<file path="config.mk">
export PLATFORM = sky130hd
export DESIGN_NAME = lcr_lane0_regs
export DESIGN_NICKNAME = d
export VERILOG_FILES = /design/src/pkg/lcr_pkg.sv /design/src/logic/lcr_sig_sync.sv /design/src/logic/lcr_lane0_regs.sv
export SDC_FILE = /design/constraint.sdc
export NUM_CORES = 1
export LEC_CHECK = 0
export BUFFER_PORTS_ARGS = -buffer_cell sky130_fd_sc_hd__buf_2
export CAP_MARGIN = 20
export CORE_MARGIN = 1.5
export CORE_UTILIZATION = 55
export CTS_BUF_LIST = sky130_fd_sc_hd__clkbuf_4
export DETAILED_ROUTE_END_ITERATION = 8
export PLACE_DENSITY = 0.8
export SLEW_MARGIN = 20
export SYNTH_ARGS = -nofsm -noshare
export SYNTH_HDL_FRONTEND = slang
export SYNTH_HIERARCHICAL = 1
export SYNTH_SLANG_ARGS = --single-unit
</file>
<file path="constraint.sdc">
create_clock -name clk_sys -period 2.27 [get_ports clk_sys]
set_input_delay 0.3405 -clock clk_sys [delete_from_list [all_inputs] [get_ports clk_sys]]
set_output_delay 0.3405 -clock clk_sys [all_outputs]
set_load 0.005 [all_outputs]
</file>
<file path="src/pkg/lcr_pkg.sv">
// ****************************************************************
// Lane 0 conditioning register constants
// ****************************************************************
package lcr_pkg;

	// Byte addresses of the lane 0 registers
	localparam logic [7:0] ADDR_BOOST_A0  = 8'h0f;
	localparam logic [7:0] ADDR_THRESH_A0 = 8'h12;
	localparam logic [7:0] ADDR_MUTE_SEL0 = 8'h15;
	localparam logic [7:0] ADDR_BOOST_B0  = 8'h16;
	localparam logic [7:0] ADDR_SWING1_0  = 8'h17;
	localparam logic [7:0] ADDR_SWING2_0  = 8'h18;
	localparam logic [7:0] ADDR_THRESH_B0 = 8'h19;

	// Reset values
	localparam logic [7:0] RST_BOOST  = 8'h20;
	localparam logic [7:0] RST_THRESH = 8'h00;
	localparam logic [7:0] RST_MUTE   = 8'h00;
	localparam logic [7:0] RST_SWING1 = 8'h03;
	localparam logic [7:0] RST_SWING2 = 8'h03;

	// Value read back from an unmapped address
	localparam logic [7:0] RD_UNMAPPED = 8'h00;

	// Field positions
	localparam int BOOST_EN_BIT   = 5;
	localparam int BOOST_GAIN_LSB = 3;
	localparam int BOOST_LVL_LSB  = 0;
	localparam int THR_DEASS_LSB  = 2;
	localparam int THR_ASS_LSB    = 0;
	localparam int MUTE_AUTO_BIT  = 5;
	localparam int MUTE_MAN_BIT   = 4;
	localparam int SWING1_MSB     = 6;

	// Input detector synchroniser depth
	localparam int SYNC_STAGES = 3;

	// Boost filter setting for one input
	typedef struct packed {
		logic       en;
		logic [1:0] gain_stage_sel;
		logic [2:0] boost_level_sel;
	} lcr_boost_t;

	// Quiet detect thresholds for one input
	typedef struct packed {
		logic [1:0] deassert_sel;
		logic [1:0] assert_sel;
	} lcr_thresh_t;

	// Full lane 0 register image
	typedef struct packed {
		logic [7:0] boost_ctrl_in_a0;
		logic [7:0] quiet_thresh_in_a0;
		logic [7:0] quiet_mute_sel_out0;
		logic [7:0] boost_ctrl_in_b0;
		logic [7:0] swing_ctrl1_out0;
		logic [7:0] swing_ctrl2_out0;
		logic [7:0] quiet_thresh_in_b0;
	} lcr_regs_t;

	localparam lcr_regs_t RST_REGS = '{
		boost_ctrl_in_a0:    RST_BOOST,
		quiet_thresh_in_a0:  RST_THRESH,
		quiet_mute_sel_out0: RST_MUTE,
		boost_ctrl_in_b0:    RST_BOOST,
		swing_ctrl1_out0:    RST_SWING1,
		swing_ctrl2_out0:    RST_SWING2,
		quiet_thresh_in_b0:  RST_THRESH
	};

endpackage

</file>
<file path="src/logic/lcr_sig_sync.sv">
`timescale 1ns/1ps
`default_nettype none

// ****************************************************************
// Signal present synchroniser for one input detector
// ****************************************************************
module lcr_sig_sync
(
	// Clock and reset
	input  wire logic clk_sys,
	input  wire logic rst_b,
	// Raw comparator result from the analog detector
	input  wire logic present_raw,
	// Filtered signal present level
	output var  logic present_q
);

	logic [lcr_pkg::SYNC_STAGES-1:0] sync_q;
	logic [lcr_pkg::SYNC_STAGES-1:0] sync_d;
	logic                            present_d;

	// Shift chain; the first stage feeds only the second
	always_comb
	begin
		sync_d    = {sync_q[lcr_pkg::SYNC_STAGES-2:0], present_raw};
		present_d = present_q;
		// Accept a change only once stages two and three agree
		if (sync_q[1] == sync_q[2])
			present_d = sync_q[2];
	end

	// Register stage
	always_ff @(posedge clk_sys)
	begin
		if (!rst_b)
		begin
			sync_q    <= '0;
			present_q <= 1'b0;
		end
		else
		begin
			sync_q    <= sync_d;
			present_q <= present_d;
		end
	end

endmodule
`default_nettype wire

</file>
<file path="src/logic/lcr_lane0_regs.sv">
`timescale 1ns/1ps
`default_nettype none

// Function
// - Each boost control register carries enable in bit 5, gain stage in 4:3, level in 2:0.
// - The boost field resets to 20 hex, enable alone, which means filter bypass.
// - Host boost codes 2A to 3D hex pass unchanged to the filter.
// - Input A and input B boost registers sit at their own addresses and act alone.
// - Threshold registers hold de-assert select in 3:2 and assert select in 1:0.
// - Threshold code 00 is the default lowest pair, higher codes step both levels up.
// - With the auto bit set the output mutes by itself, else manual bit 4 decides.
// - Manual bit 0 keeps the output on with detection off, 1 holds it muted.
// - The seven-bit first swing field resets to 03 hex, 07 hex gives higher swing.
// - The eight-bit second swing field resets to 03 hex and the host sets it to 01 hex.
// - A soft reset returns every register here to its default.
// - The host reaches registers by byte address with one data byte per access.

// ****************************************************************
// Lane 0 conditioning register slice
// ****************************************************************
module lcr_lane0_regs
(
	// Clock and reset
	input  wire logic               clk_sys,
	input  wire logic               rst_b,
	// Byte register access from the serial slave engine
	input  wire logic [7:0]         reg_addr,
	input  wire logic [7:0]         reg_wdata,
	input  wire logic               reg_wr,
	input  wire logic               reg_rd,
	input  wire logic               soft_rst,
	output var  logic [7:0]         rd_data_q,
	output var  logic               rd_valid_q,
	// Lane routing and raw detector results
	input  wire logic               sel_in_a,
	input  wire logic [1:0]         present_raw,
	// Analog control fields
	output var  lcr_pkg::lcr_boost_t  boost_a_q,
	output var  lcr_pkg::lcr_boost_t  boost_b_q,
	output var  lcr_pkg::lcr_thresh_t thresh_a_q,
	output var  lcr_pkg::lcr_thresh_t thresh_b_q,
	output var  logic [6:0]         swing1_q,
	output var  logic [7:0]         swing2_q,
	// Output driver control
	output var  logic               out0_mute_q,
	output var  logic               detect_en_q
);

	lcr_pkg::lcr_regs_t regs_q;
	lcr_pkg::lcr_regs_t regs_d;
	logic [7:0]         rd_data_d;
	logic               rd_valid_d;
	logic               mute_d;
	logic               detect_en_d;
	logic [1:0]         present;
	logic               present_sel;

	// ****************************************************************
	// Input detectors
	// ****************************************************************

	// One synchroniser per input, the raw results come from another domain
	generate
		for (genvar i = 0; i < 2; i++)
		begin : g_det
			lcr_sig_sync u_sync
			(
				.clk_sys     (clk_sys),
				.rst_b       (rst_b),
				.present_raw (present_raw[i]),
				.present_q   (present[i])
			);
		end
	endgenerate

	assign present_sel = sel_in_a ? present[0] : present[1];

	// ****************************************************************
	// Register file
	// ****************************************************************

	// Write decode; soft reset beats a write in the same cycle
	always_comb
	begin
		regs_d = regs_q;
		if (soft_rst)
			regs_d = lcr_pkg::RST_REGS;
		else if (reg_wr)
		begin
			// Whole byte is kept, reserved bits included
			case (reg_addr)
				lcr_pkg::ADDR_BOOST_A0:  regs_d.boost_ctrl_in_a0    = reg_wdata;
				lcr_pkg::ADDR_THRESH_A0: regs_d.quiet_thresh_in_a0  = reg_wdata;
				lcr_pkg::ADDR_MUTE_SEL0: regs_d.quiet_mute_sel_out0 = reg_wdata;
				lcr_pkg::ADDR_BOOST_B0:  regs_d.boost_ctrl_in_b0    = reg_wdata;
				lcr_pkg::ADDR_SWING1_0:  regs_d.swing_ctrl1_out0    = reg_wdata;
				lcr_pkg::ADDR_SWING2_0:  regs_d.swing_ctrl2_out0    = reg_wdata;
				lcr_pkg::ADDR_THRESH_B0: regs_d.quiet_thresh_in_b0  = reg_wdata;
				default:                 regs_d = regs_q;
			endcase
		end
	end

	// Read mux, answered one cycle after the strobe
	always_comb
	begin
		rd_valid_d = reg_rd;
		rd_data_d  = lcr_pkg::RD_UNMAPPED;
		case (reg_addr)
			lcr_pkg::ADDR_BOOST_A0:  rd_data_d = regs_q.boost_ctrl_in_a0;
			lcr_pkg::ADDR_THRESH_A0: rd_data_d = regs_q.quiet_thresh_in_a0;
			lcr_pkg::ADDR_MUTE_SEL0: rd_data_d = regs_q.quiet_mute_sel_out0;
			lcr_pkg::ADDR_BOOST_B0:  rd_data_d = regs_q.boost_ctrl_in_b0;
			lcr_pkg::ADDR_SWING1_0:  rd_data_d = regs_q.swing_ctrl1_out0;
			lcr_pkg::ADDR_SWING2_0:  rd_data_d = regs_q.swing_ctrl2_out0;
			lcr_pkg::ADDR_THRESH_B0: rd_data_d = regs_q.quiet_thresh_in_b0;
			default:                 rd_data_d = lcr_pkg::RD_UNMAPPED;
		endcase
		if (!reg_rd)
			rd_data_d = rd_data_q; // Hold last answer between reads
	end

	// Mute choice: detector in auto mode, manual bit otherwise
	always_comb
	begin
		if (regs_q.quiet_mute_sel_out0[lcr_pkg::MUTE_AUTO_BIT])
		begin
			mute_d      = ~present_sel;
			detect_en_d = 1'b1;
		end
		else
		begin
			mute_d      = regs_q.quiet_mute_sel_out0[lcr_pkg::MUTE_MAN_BIT];
			detect_en_d = 1'b0;
		end
	end

	// Register stage
	always_ff @(posedge clk_sys)
	begin
		if (!rst_b)
		begin
			regs_q      <= lcr_pkg::RST_REGS;
			rd_data_q   <= lcr_pkg::RD_UNMAPPED;
			rd_valid_q  <= 1'b0;
			out0_mute_q <= 1'b0;
			detect_en_q <= 1'b0;
		end
		else
		begin
			regs_q      <= regs_d;
			rd_data_q   <= rd_data_d;
			rd_valid_q  <= rd_valid_d;
			out0_mute_q <= mute_d;
			detect_en_q <= detect_en_d;
		end
	end

	// ****************************************************************
	// Field outputs, taken straight from the stored bytes
	// ****************************************************************

	// Codes pass through untouched; the analog side decodes them
	assign boost_a_q  = regs_q.boost_ctrl_in_a0[lcr_pkg::BOOST_EN_BIT:0];
	assign boost_b_q  = regs_q.boost_ctrl_in_b0[lcr_pkg::BOOST_EN_BIT:0];
	assign thresh_a_q = regs_q.quiet_thresh_in_a0[3:0];
	assign thresh_b_q = regs_q.quiet_thresh_in_b0[3:0];
	assign swing1_q   = regs_q.swing_ctrl1_out0[lcr_pkg::SWING1_MSB:0];
	assign swing2_q   = regs_q.swing_ctrl2_out0;
endmodule
`default_nettype wire

</file>
==> results.md <==
* Status: finished, final reports clean
* Htree depth at 3
* Synth Warn # at 6
* Peak VDD IR at 0.435 mV
* Vias at 2708
* Vias in the first global route at 2482
* CTS tree: yes
* Dpl cell area at 3640 µm²
* Leak at ~1.8 nW
* Main synth FF type: dfxtp_1
* Multi-input gate area in the final layout at 1560 µm²
* Initial Utilization at 57.5%
* Clock buffer depth at 2
* Die Ht at 81.9 µm
* Minimum clock period at 1.75 ns
* Register area share after synthesis at 43.8%
* Clk_skew at around 0.010 ns
* Share of layout cells above drive strength 1 at 28.9%
* Routed WL per cell at between 15 and 20 µm
* Final #Nets at roughly 420
* FF+latch area at 1500 µm²
* Die Wd at around 80 µm
* Setup TNS at 0 ns
* Hold Path Class: in -> reg
* Tot Pwr at 2.11 mW
* CP arrival at 2.08 ns
* Root Buffer: clkbuf_4
* Core area at ~6000 µm²
* Post-CTS setup repair buffer count at 0
* Slew HR at about 34%
* Crit path capture type: flip-flop
* TritonRoute pass-1 iters at 5
* Drt total wl at between 7000 and 8000 µm
* Initial DRC Count at 136
* Reg clk slew, reported paths at 0.11 ns
* Initial antenna violation count at 0
* F_max at 0.570 GHz
* Area Overhead vs Synth at 9.20%
* Pwr dens at 565 nW/µm²
* Hold buffers post-CTS at 0
* Number of synthesized flops with an enable pin at 0
* Distinct cells, synth at 37
* Final setup viols at 0
* Tightest Pin Transition at 0.982 ns
* WS Path Type: in -> reg
* Synth Register Bits at 75
* DR DRC count at 0
* Clk sink count at 75
* Reg2Reg Depth at 4
* Post_cts resized at 0
* Hold path depth at 2
* Gpl congestion at 0.774
* Vias per inst at 5.69
* Fin. max-slew vios at 0
* Mean Syn Cell Area at approximately 9.6 µm²
* Largest net degree at the start of global routing at 40
* # diodes at 0
* Fin. Hold Viols at 0
* Grt ovf at 0
* DP HPWL at between 5000 and 6000 µm
* CP Launch Type: primary input
* Mapped Cells at 358
* Total CTS buffers at 9
* Global-route wire length before repair at 12100 µm
* FFs w/ async S/R, synth at 0%
* Global Route Usage Sum at 24.6%
* Crit-path max FO at 8
* CP Data Required Time at about 2.6 ns
* RSZ-0062 raised after global routing: no
* Final Cycle Share at 77.3%
* Clock latency on the worst-skew pair at 0.43 ns
* Design Area, Final at between 3000 and 4000 µm²
* ANT nets after route at 0
* Mapped Nets at 382
* Die area at 6710 µm²
* # port buffers at 69
* MaxCap Viol Count at 0
* Row cnt at 28
* Final-layout fill cell count at ~530
* Post-Syn Area at 3430 µm²
* IO Count at 70
==> cells in the mapped netlist (3+ instances only) <==
cell type | count | area (µm²)
dfxtp_1 | 75 | 1500
buf_2 | 5 | 25.0
nor3_1 | 3 | 15.0
mux2_2 | 10 | 113
clkbuf_1 | 12 | 45.0
a21oi_1 | 20 | 100
mux2i_1 | 42 | 420
a21o_1 | 8 | 60.1
a22oi_1 | 7 | 52.6
nand2_1 | 27 | 101
a22o_1 | 7 | 61.3
a222oi_1 | 7 | 70.1
nor2b_1 | 5 | 31.3
nand3_1 | 19 | 95.1
nand2b_1 | 4 | 25.0
and2_1 | 6 | 37.5
nor2_1 | 38 | 143
buf_4 | 35 | 263
==> per-stage QoR <==
stage                     utilization [%]  setup slack (ns)  hold slack (ns)  cells
after floorplan                         -             0.266            0.406    358
after global placement               61.1             0.188            0.408    461
after detailed placement             61.1            0.0757            0.416    461
after CTS                            62.8             0.529           0.0981    476
after global routing                 62.8             0.409            0.120    476
final                                62.8             0.515            0.117    476
==> path summary, 6_finish.rpt <==
path | endpoint | slack [ns] | startpoint
worst max-delay path | rd_data_q[5] | 0.52 | reg_addr[4]
worst min-delay path | g_det[1].u_sync/sync_q[0] | 0.12 | present_raw[1]
worst max register to register | rd_data_q[0] | 0.84 | thresh_b_q[0]
worst min register to register | g_det[1].u_sync/sync_q[1] | 0.44 | g_det[1].u_sync/sync_q[0]
==> cell usage in the layout (no fill, tap or decap) <==
cell type,instances
nor3_1,3
nor3_4,2
mux2i_1,42
a32oi_1,1
a22o_1,7
clkinv_2,3
nor4_4,2
nand3b_1,2
xnor2_1,1
nor3b_4,1
a22oi_1,7
a222oi_1,7
dfxtp_1,75
o31ai_1,1
buf_4,13
mux2_2,10
clkbuf_4,11
o21ai_1,2
nand2b_1,4
nand4b_1,1
buf_12,2
nor2_1,38
or4b_1,2
nand2_4,1
and2_1,6
a211oi_1,1
nand3_1,19
buf_2,69
inv_1,1
and3_1,1
a21o_1,8
clkinv_1,1
and2_2,2
nor2b_1,5
nand2_1,27
a21oi_1,20
a21boi_1,2
a31oi_1,1
==> power by group <==
group,switching (mW),internal [mW]
Combinational,0.0854,0.0436
Sequential,0.00189,1.32
Clock,0.426,0.235
==> cell families after synthesis <==
family	share of synthesized area (%)
XOR/XNOR	0.256
AND/OR/NAND/NOR	18.0
buffers and inverters	10.7
multiplexers	15.6
AO/OA/AOI/OAI	11.6
flip-flops	43.8
==> final cells by class <==
cell class | count | share of cell area (%)
sequential | 75 | 40.1
clock buffer | 11 | 2.21
multi-input combinational | 226 | 41.7
tap | 75 | 2.51
inverter | 1 | 0.100
clock inverter | 4 | 0.502
timing repair buffer | 84 | 12.9
==> critical path: stages <==
cell and delay, ns:
buf_2 0.13, or4b_1 0.18, buf_4 0.20, nor3_1 0.09, o31ai_1 0.84, a21oi_1 0.11, a21o_1 0.20
==> routing by layer <==
layer | track usage [%] | routed length (µm) | vias to the layer above
met4 | 10.3 | 125 | 0
met2 | 40.1 | 3720 | 116
met5 | 0 | 0 | -
li1 | - | - | 1298
met1 | 31.2 | 3380 | 1282
met3 | 5.44 | 558 | 12
==> state kept, by name (all words and copies together) (netlist names) <==
name	count
g_det.u_sync/present_q	2
thresh_b_q	4
detect_en_q	1
swing2_q	8
thresh_a_q	4
out0_mute_q	1
rd_valid_q	1
regs_q	21
swing1_q	7
boost_a_q	6
g_det.u_sync/sync_q	6
boost_b_q	6
rd_data_q	8
Note: power is estimated with default switching activity, not from simulation.
